`src/hw/scf_pkg.sv`:
```
/*
 * Package for the system clock select and flash timing block: register map,
 * field positions, reset values, timing counts and carrier types.
 * Assumes a single 125 MHz clk_sys and an AHB-Lite register bus.
 */
package scf_pkg;

    // ----------------------------------------------------------------
    // register map (byte addresses)
    // ----------------------------------------------------------------
    localparam logic [7:0] ADDR_SYS_CLK_CFG   = 8'h00; // system_clock_config
    localparam logic [7:0] ADDR_LOOP_CLK_CFG  = 8'h04; // loop_clock_config
    localparam logic [7:0] ADDR_FLASH_CFG     = 8'h08;
    localparam logic [7:0] ADDR_FLASH_CMD     = 8'h0C;
    localparam logic [7:0] ADDR_FLASH_STAT    = 8'h10;

    // ----------------------------------------------------------------
    // field positions
    // ----------------------------------------------------------------
    localparam int CSS_LSB      = 0;  // clock_source_select [1:0]
    localparam int BYPASS_BIT   = 0;  // oscillator_bypass_bit
    localparam int INTSRC_BIT   = 1;  // prescaler source: 1 = internal clock source
    localparam int PRESCALER_DIVIDER_FIELD_LSB    = 2;  // prescaler_divider_field [11:2]
    localparam int PRESCALER_DIVIDER_FIELD_W      = 10;
    localparam int WS_LSB       = 0;  // flash_wait_state_field [2:0]
    localparam int WS_W         = 3;
    localparam int CMD_PROG_BIT = 0;
    localparam int CMD_ERASE_BIT = 1;
    localparam int CMD_MOD_LSB  = 2;  // module number [3:2]
    localparam int STAT_BUSY_LSB = 0; // [3:0]
    localparam int STAT_DONE_LSB = 4; // [7:4]
    localparam int STAT_CSS_LSB  = 8; // [9:8] active source

    // ----------------------------------------------------------------
    // encodings and reset values
    // ----------------------------------------------------------------
    localparam logic [1:0] CSS_WAKEUP   = 2'h0;
    localparam logic [1:0] CSS_PRESCALE = 2'h2;
    localparam logic [1:0] CSS_DIRECT   = 2'h3;
    localparam logic [1:0] CSS_RESET    = CSS_WAKEUP;
    localparam logic [WS_W-1:0] WS_RESET = 3'h4;
    localparam int FLASH_MODULES = 4;
    localparam int PAGE_BYTES    = 128;

    // ----------------------------------------------------------------
    // timing
    // ----------------------------------------------------------------
    localparam int CLK_PERIOD_NS = 8;
    localparam int T_PROG_NS     = 3500000;  // 3.5 ms page program
    localparam int T_ERASE_NS    = 8000000;  // 8 ms sector/page erase
    localparam int PROG_CYC      = T_PROG_NS / CLK_PERIOD_NS;   // longest: round down
    localparam int ERASE_CYC     = T_ERASE_NS / CLK_PERIOD_NS;
    localparam int TMR_W         = 20;

    // ----------------------------------------------------------------
    // carriers
    // ----------------------------------------------------------------
    typedef struct packed {
        logic ext_in;    // external_clock_input_pin level
        logic crystal;   // crystal_input_pin / oscillator level
        logic internal;  // internal clock source level
        logic pll;       // loop output level
        logic wakeup;    // wakeup clock level
    } scf_clk_src_t;

    typedef struct packed {
        logic valid;     // one-cycle access start
        logic seq;       // sequential access
    } scf_flash_req_t;

    typedef enum logic [0:0] {
        ACC_IDLE = 1'b0,
        ACC_WAIT = 1'b1
    } scf_acc_state_t;

endpackage : scf_pkg

```
`src/hw/scf_top.sv`:
```
/*
 * System clock source select with K1 prescaler, flash wait-state sequencing
 * and flash program/erase timers, all behind an AHB-Lite slave.
 * Assumes clock source levels arrive synchronous to clk_sys; the system
 * clock is delivered as a one-cycle enable pulse sys_clk_en.
 */
// Overview of operation
// - select 11 runs system clock straight from external input, same rate.
// - select 10 with bypass 1 divides oscillator clock by factor K1.
// - prescaler source is crystal oscillator or internal clock, by config bit.
// - K1 equals divider field plus one; factor 1 passes source through.
// - largest factor divides source by 1024.
// - wait states apply only to non-sequential flash accesses.
// - page program covers 128 bytes, finishes within 3.5 ms.
// - sector or page erase finishes within 8 ms.
// - select 10 with bypass 0 takes system clock from loop output.
// - select 00 runs system clock from wakeup clock source.
module scf_top #(
    parameter int PROG_CYCLES  = scf_pkg::PROG_CYC,
    parameter int ERASE_CYCLES = scf_pkg::ERASE_CYC
) (
    // clock and reset
    input  wire logic                  clk_sys,
    input  wire logic                  rst_n,
    // ahb-lite slave
    input  wire logic                  hsel,
    input  wire logic [31:0]           haddr,
    input  wire logic [1:0]            htrans,
    input  wire logic                  hwrite,
    input  wire logic [2:0]            hsize,
    input  wire logic [31:0]           hwdata,
    input  wire logic                  hready,
    output logic      [31:0]           hrdata,
    output logic                       hreadyout,
    output logic                       hresp,
    // clock sources and system clock enable
    input  wire scf_pkg::scf_clk_src_t clk_src,
    output logic                       sys_clk_en,
    // flash access port
    input  wire scf_pkg::scf_flash_req_t flash_req,
    output logic                       flash_ack,
    // flash program/erase state
    output logic [3:0]                 flash_busy
);
    import scf_pkg::*;

    // ----------------------------------------------------------------
    // registers and bus phase
    // ----------------------------------------------------------------
    logic [1:0]         css,       next_css;
    logic               bypass,    next_bypass;
    logic               intsrc,    next_intsrc;
    logic [PRESCALER_DIVIDER_FIELD_W-1:0] prescaler_divider_field,     next_prescaler_divider_field;
    logic [WS_W-1:0]    ws,        next_ws;
    logic [3:0]         done,      next_done;
    logic               dp_wr,     next_dp_wr;
    logic [7:0]         dp_addr,   next_dp_addr;
    logic [31:0]        rdata_q,   next_rdata;
    logic [3:0]         start_prog;
    logic [3:0]         start_erase;
    logic [3:0]         tmr_fin;
    logic               addr_ok;

    assign hreadyout = 1'b1;
    assign hresp     = 1'b0;
    assign hrdata    = rdata_q;
    assign addr_ok   = hsel & htrans[1] & hready;

    always_comb begin
        next_css     = css;
        next_bypass  = bypass;
        next_intsrc  = intsrc;
        next_prescaler_divider_field   = prescaler_divider_field;
        next_ws      = ws;
        next_done    = done;
        next_dp_wr   = addr_ok & hwrite;
        next_dp_addr = addr_ok ? haddr[7:0] : dp_addr;
        next_rdata   = rdata_q;
        start_prog   = 4'h0;
        start_erase  = 4'h0;
        if (dp_wr) begin
            unique case (dp_addr)
                ADDR_SYS_CLK_CFG:  next_css = hwdata[CSS_LSB +: 2];
                ADDR_LOOP_CLK_CFG: begin
                    next_bypass = hwdata[BYPASS_BIT];
                    next_intsrc = hwdata[INTSRC_BIT];
                    next_prescaler_divider_field  = hwdata[PRESCALER_DIVIDER_FIELD_LSB +: PRESCALER_DIVIDER_FIELD_W];
                end
                ADDR_FLASH_CFG:    next_ws = hwdata[WS_LSB +: WS_W];
                ADDR_FLASH_CMD: begin
                    // a command to a busy module is ignored
                    start_prog[hwdata[CMD_MOD_LSB +: 2]]  = hwdata[CMD_PROG_BIT];
                    start_erase[hwdata[CMD_MOD_LSB +: 2]] = hwdata[CMD_ERASE_BIT]
                                                         & ~hwdata[CMD_PROG_BIT];
                    start_prog  = start_prog & ~flash_busy;
                    start_erase = start_erase & ~flash_busy;
                end
                ADDR_FLASH_STAT:   next_done = done & ~hwdata[STAT_DONE_LSB +: 4];
                default: ;
            endcase
        end
        // completion beats a same-cycle write-one clear
        next_done = next_done | tmr_fin;
        if (addr_ok && !hwrite) begin
            unique case (haddr[7:0])
                ADDR_SYS_CLK_CFG:  next_rdata = {30'h0, css};
                ADDR_LOOP_CLK_CFG: next_rdata = {20'h0, prescaler_divider_field, intsrc, bypass};
                ADDR_FLASH_CFG:    next_rdata = {29'h0, ws};
                ADDR_FLASH_STAT:   next_rdata = {22'h0, css, done, flash_busy};
                default:           next_rdata = 32'h0;
            endcase
        end
    end

    always_ff @(posedge clk_sys or negedge rst_n) begin
        if (!rst_n) begin
            css     <= CSS_RESET;
            bypass  <= 1'b0;
            intsrc  <= 1'b0;
            prescaler_divider_field   <= '0;
            ws      <= WS_RESET;
            done    <= 4'h0;
            dp_wr   <= 1'b0;
            dp_addr <= 8'h00;
            rdata_q <= 32'h0;
        end else begin
            css     <= next_css;
            bypass  <= next_bypass;
            intsrc  <= next_intsrc;
            prescaler_divider_field   <= next_prescaler_divider_field;
            ws      <= next_ws;
            done    <= next_done;
            dp_wr   <= next_dp_wr;
            dp_addr <= next_dp_addr;
            rdata_q <= next_rdata;
        end
    end

    // ----------------------------------------------------------------
    // clock source select and K1 prescaler
    // ----------------------------------------------------------------
    scf_clk_src_t       src_q;
    logic [PRESCALER_DIVIDER_FIELD_W-1:0] pre_cnt, next_pre_cnt;
    logic               sys_en_q, next_sys_en;
    logic               ext_edge, osc_edge, pll_edge, wu_edge, osc_lvl;

    // sources are synchronous levels, so rising edges are taken directly
    assign osc_lvl  = intsrc ? clk_src.internal : clk_src.crystal;
    assign ext_edge = clk_src.ext_in & ~src_q.ext_in;
    assign osc_edge = osc_lvl & ~(intsrc ? src_q.internal : src_q.crystal);
    assign pll_edge = clk_src.pll & ~src_q.pll;
    assign wu_edge  = clk_src.wakeup & ~src_q.wakeup;
    assign sys_clk_en = sys_en_q;

    always_comb begin
        next_pre_cnt = pre_cnt;
        next_sys_en  = 1'b0;
        unique case (css)
            CSS_DIRECT:   next_sys_en = ext_edge;
            CSS_PRESCALE: begin
                if (bypass) begin
                    // K1 = field + 1, so 1023 gives the divide-by-1024 floor
                    if (osc_edge) begin
                        if (pre_cnt >= prescaler_divider_field) begin
                            next_pre_cnt = '0;
                            next_sys_en  = 1'b1;
                        end else begin
                            next_pre_cnt = pre_cnt + 1'b1;
                        end
                    end
                end else begin
                    next_sys_en = pll_edge;
                end
            end
            CSS_WAKEUP:   next_sys_en = wu_edge;
            default:      next_sys_en = 1'b0;
        endcase
        // restart the divide when not prescaling so a new K1 starts clean
        if (!(css == CSS_PRESCALE && bypass)) next_pre_cnt = '0;
    end

    always_ff @(posedge clk_sys or negedge rst_n) begin
        if (!rst_n) begin
            src_q    <= '0;
            pre_cnt  <= '0;
            sys_en_q <= 1'b0;
        end else begin
            src_q    <= clk_src;
            pre_cnt  <= next_pre_cnt;
            sys_en_q <= next_sys_en;
        end
    end

    // ----------------------------------------------------------------
    // flash access wait states
    // ----------------------------------------------------------------
    scf_acc_state_t  acc_st, next_acc_st;
    logic [WS_W-1:0] ws_cnt, next_ws_cnt;
    logic            ack_q,  next_ack;

    assign flash_ack = ack_q;

    always_comb begin
        next_acc_st = acc_st;
        next_ws_cnt = ws_cnt;
        next_ack    = 1'b0;
        unique case (acc_st)
            ACC_IDLE: begin
                if (flash_req.valid) begin
                    // sequential hits come from prefetch and skip wait states
                    if (flash_req.seq || ws == '0) begin
                        next_ack = 1'b1;
                    end else begin
                        next_ws_cnt = ws;
                        next_acc_st = ACC_WAIT;
                    end
                end
            end
            ACC_WAIT: begin
                // wait states are counted in system clock periods
                if (sys_en_q) begin
                    next_ws_cnt = ws_cnt - 1'b1;
                    if (ws_cnt == 3'h1) begin
                        next_ack    = 1'b1;
                        next_acc_st = ACC_IDLE;
                    end
                end
            end
        endcase
    end

    always_ff @(posedge clk_sys or negedge rst_n) begin
        if (!rst_n) begin
            acc_st <= ACC_IDLE;
            ws_cnt <= '0;
            ack_q  <= 1'b0;
        end else begin
            acc_st <= next_acc_st;
            ws_cnt <= next_ws_cnt;
            ack_q  <= next_ack;
        end
    end

    // ----------------------------------------------------------------
    // per-module program/erase timers
    // ----------------------------------------------------------------
    localparam logic [TMR_W-1:0] PROG_LEN  = TMR_W'(PROG_CYCLES);
    localparam logic [TMR_W-1:0] ERASE_LEN = TMR_W'(ERASE_CYCLES);

    generate
        for (genvar m = 0; m < FLASH_MODULES; m++) begin : g_mod
            logic [TMR_W-1:0] tmr, next_tmr;
            always_comb begin
                next_tmr   = tmr;
                tmr_fin[m] = 1'b0;
                if (start_prog[m]) begin
                    next_tmr = PROG_LEN;
                end else if (start_erase[m]) begin
                    next_tmr = ERASE_LEN;
                end else if (tmr != '0) begin
                    next_tmr   = tmr - 1'b1;
                    tmr_fin[m] = (tmr == TMR_W'(1));
                end
            end
            always_ff @(posedge clk_sys or negedge rst_n) begin
                if (!rst_n) begin
                    tmr <= '0;
                end else begin
                    tmr <= next_tmr;
                end
            end
            assign flash_busy[m] = (tmr != '0);
        end
    endgenerate

endmodule : scf_top

```
`config.mk`:
```
export PLATFORM = sky130hd
export DESIGN_NAME = scf_top
export DESIGN_NICKNAME = d
export VERILOG_FILES = /design/src/hw/scf_pkg.sv /design/src/hw/scf_top.sv
export SDC_FILE = /design/constraint.sdc
export NUM_CORES = 1
export LEC_CHECK = 0
export CAP_MARGIN = 25
export CORE_UTILIZATION = 54
export CTS_CLUSTER_SIZE = 30
export DETAILED_ROUTE_END_ITERATION = 10
export DONT_BUFFER_PORTS = 1
export GPL_ROUTABILITY_DRIVEN = 0
export GPL_TIMING_DRIVEN = 0
export PLACE_DENSITY = 0.69
export SLEW_MARGIN = 20
export SYNTH_ARGS = -nofsm -noshare
export SYNTH_HDL_FRONTEND = slang
export SYNTH_SLANG_ARGS = --single-unit
```
`constraint.sdc`:
```
create_clock -name clk_sys -period 2.8 [get_ports clk_sys]
set_clock_uncertainty 0.15 [all_clocks]
set_input_delay 0.28 -clock clk_sys [delete_from_list [all_inputs] [get_ports clk_sys]]
set_output_delay 0.28 -clock clk_sys [all_outputs]
set_load 0.03 [all_outputs]
```
==> key figures <==
Routing
  • Metal2 WL: 8680 µm
  • DRC viols: 0
  • Drt wl/cell: 17.1 µm
  • Met3 routed wirelength: between 800 and 900 µm
  • Number of DRC markers in iteration 0: 414
  • 1st-pass router iterations: 4
  • Highest routed metal layer: met4
  • Via density: ~5.9
  • Routed Antenna Nets: 0
  • Metal-1 WL: 8350 µm
  • Vias: 6341
  • DRT Wirelength: ~18000 µm

Worst setup path
  • Slowest-stage cell, CP: or4b_4
  • RR Startpoint: dp_addr[5]
  • Worst Path Buf+Inv: 1
  • Critical path fanouts, max: 10
  • CP max stage delay: 0.58 ns
  • R2R Path End: g_mod[0].tmr[8]
  • CP Data Arrival Time: 2.85 ns
  • Critical path, cell by cell: or4b_4 -> or4_4 -> o2111a_1 -> clkbuf_1 -> o21ai_0 -> nand2_1
  • CP Capture Type: flop
  • Delay-heaviest family, CP: simple AND/OR/NAND/NOR gates
  • Setup slack, reg-to-reg: 0.11 ns
  • Crit path launch type: flop
  • FF-to-FF path depth: 6
  • CP Data Required Time: 2.95 ns
  • WS Path Type: flop to flop

Final layout
  • Final Util: ~65%
  • N_diodes: 0
  • Layout cells sized above 1: between 10 and 15%
  • Final Cell Area: 9000 µm²
  • Area Overhead vs Synth: 16.5%
  • Filler instances: between 1000 and 1500
  • Nets: 980

Placement
  • Post-DP Area: 8040 µm²
  • Post-DP HPWL: 12800 µm
  • Place WS: -0.297 ns
  • Port bufs: 0

Synthesis
  • Netlist cell types: 66
  • Synth Warn #: 0
  • Yosys top cell by area: dfrtp_1
  • Syn Area/Cell: 9.55 µm²
  • Synth cell count leaders: dfrtp_1 (142), nor2_1 (74), nand2_1 (62), a21oi_1 (56), o21ai_0 (51)
  • Synth area leaders: dfrtp_1 (46%), ha_1 (4.1%), a21oi_1 (3.6%)
  • Synthesized area: 7720 µm²
  • Most common cell in the netlist: dfrtp_1
  • Post-synth ARST share: 100%
  • EDFF count, synth: 0
  • Synthesized instance count: 809
  • #FFs+latches synth: 143
  • Post-synth top area share: 46.0%
  • Post-synth top flop: dfrtp_1
  • Sequential-to-total area share from yosys stat: 46.4%

Timing
  • # setup viols final: 0
  • Final Hold Viols: 145
  • Final worst-path cycle share: 96.1%
  • Max Clock Freq: 0.372 GHz
  • Min Hold Slack: -0.594 ns
  • Slew headroom: 33.0%
  • Worst setup margin: around 0.11 ns
  • Worst-Margin Slew: 0.998 ns
  • Pins Over Slew Limit: 0
  • Fin crit period: 2.69 ns
  • RSZ-0062 raised after global routing: false

Flow run
  • Max-cap violations: 0

Global routing
  • Congestion Overflow GR: 0
  • GRT Total Usage: 25.8%
  • Vias in the first global route: 6000
  • Initial antenna violation count: 0
  • First-pass GRT wire length: slightly below 30000 µm
  • Pin count of the biggest net entering global routing: between 100 and 150

Power and ir drop
  • Comb pwr share: 14.2%
  • Clock share of power: about two fifths
  • Total power: 5.51 mW
  • Design internal power: 3.99 mW
  • Leak: 3.75 nW
  • Pwr dens: 613 nW/µm²
  • VDD IR max: 388 µV
  • Psw: 1.52 mW
  • Seq pwr share: 45.3%
  • Net Sw Frac: 27.5%

Floorplanning
  • Die H: 122 µm
  • Initial Util: 55.4%
  • Die Width: 122 µm
  • Site Rows: 43
  • IO Count: 121
  • Core Footprint: 13900 µm²
  • Die ar.: around 15000 µm²

Clocking
  • # hold bufs at CTS: 26
  • Clock transition at path regs: 0.06 ns
  • CTS tree: yes
  • Clock tree sinks: 143
  • Clk_lat worst skew: 0.42 ns
  • Post-CTS setup buffers: 0
  • CTS root buf: clkbuf_16
  • Clock Path Buffers: 2
  • Number of H-tree levels: 4
  • Inserted Clock Buffers: 17

Worst hold path
  • Worst hold path class: primary input to asynchronous set/reset pin

Outcome
  • Failing checks: hold timing
  • Status: finished with violations
-- metrics by stage --
stage          TNS, ns  instances
2_1_floorplan        0        829
3_3_place_gp     -3.02       1009
3_5_place_dp     -3.83       1010
4_1_cts              0       1068
5_1_grt              0       1067
6_report             0       1067
-- state kept, by name (all words and copies together), names as in the netlist, 2 cells and up --
signal,cells
g_mod.tmr,80
hrdata,12
pre_cnt,10
prescaler_divider_field,10
dp_addr,8
src_q,5
done,4
ws,3
ws_cnt,3
css,2
-- cell usage in the layout (no fill, tap or decap), types with 9 or more instances in the layout --
| cell type | count |
|---|---|
| nand3_1 | 28 |
| xnor2_1 | 30 |
| clkbuf_16 | 17 |
| nand2_1 | 62 |
| clkbuf_1 | 19 |
| o21ai_0 | 51 |
| nor3_1 | 35 |
| ha_1 | 25 |
| a21oi_1 | 54 |
| a22oi_1 | 10 |
| nor4_1 | 14 |
| nand4_1 | 13 |
| buf_4 | 22 |
| mux2_2 | 20 |
| conb_1 | 22 |
| or3_1 | 11 |
| dfrtp_1 | 142 |
| inv_1 | 32 |
| nor2_1 | 73 |
| mux2i_1 | 9 |
| dlygate4sd3_1 | 26 |
| xor2_1 | 22 |
| or4_1 | 12 |
| nand4b_1 | 10 |
-- worst max-delay path by stage --
stage                               start                to  cells past startpoint
after floorplan           g_mod[0].tmr[6]   g_mod[0].tmr[3]                      5
after global placement    g_mod[0].tmr[6]   g_mod[0].tmr[3]                      5
after detailed placement  g_mod[0].tmr[6]   g_mod[0].tmr[3]                      5
after CTS                      dp_addr[5]  g_mod[0].tmr[11]                      7
after global routing      g_mod[0].tmr[4]   g_mod[0].tmr[3]                      5
final                          dp_addr[5]   g_mod[0].tmr[8]                      6
-- power groups by stage --
stage               logic, mW  clock network, mW  registers, mW
floorplan               0.592                  0           2.46
global placement        0.678                  0           2.50
detailed placement      0.707                  0           2.51
CTS                     0.760               2.25           2.49
global route            0.875               2.35           2.53
finish                  0.781               2.23           2.50
-- cells by family (layout without fill, tap and decap cells) --
group / count (synthesis) / count (layout) / share of synthesized area [%]
AOI/OAI and AO/OA: 166 / 166 / 13.1
xor gates and xnor gates: 52 / 52 / 5.90
adders and majority gates: 26 / 26 / 4.18
buffers and inverters: 75 / 133 / 4.76
DFF: 143 / 143 / 46.4
muxes: 29 / 29 / 4.08
other: 2 / 22 / 0.0972
and+or+nand+nor: 316 / 316 / 21.5
-- metal layers --
metal,global-route usage [%],up-vias
met4,11.4,0
met3,5.95,34
li1,-,3016
met1,34.1,3138
met2,40.5,153
met5,0,-
-- worst register-to-register path: cells and delay by family, from the launching register on --
| family | cells | cell delay (ns) |
|---|---|---|
| compound gates | 2 | 0.56 |
| buf+inv | 1 | 0.26 |
| flops | 1 | 0.39 |
| simple gates | 3 | 1.20 |
-- what timing repair did --
| action | CTS | global route |
|---|---|---|
| pin swaps | 0 | 1 |
| gates resized for setup | 9 | 10 |
| hold endpoints to repair | 175 | 143 |
| setup endpoints to repair | 45 | 43 |
-- area by class of cell --
| type | instances | area (µm²) | share of cell area, % |
|---|---|---|---|
| multi-input cells | 611 | 3980 | 44.2 |
| well taps | 180 | 225 | 2.50 |
| repair buffers | 27 | 265 | 2.95 |
| clock buffers | 22 | 474 | 5.27 |
| flip-flops and latches | 143 | 3580 | 39.8 |
| inverters | 32 | 120 | 1.33 |
| plain buffers | 42 | 244 | 2.71 |
| clock inverters | 10 | 111 | 1.24 |
(Power assumes the default switching activity.)
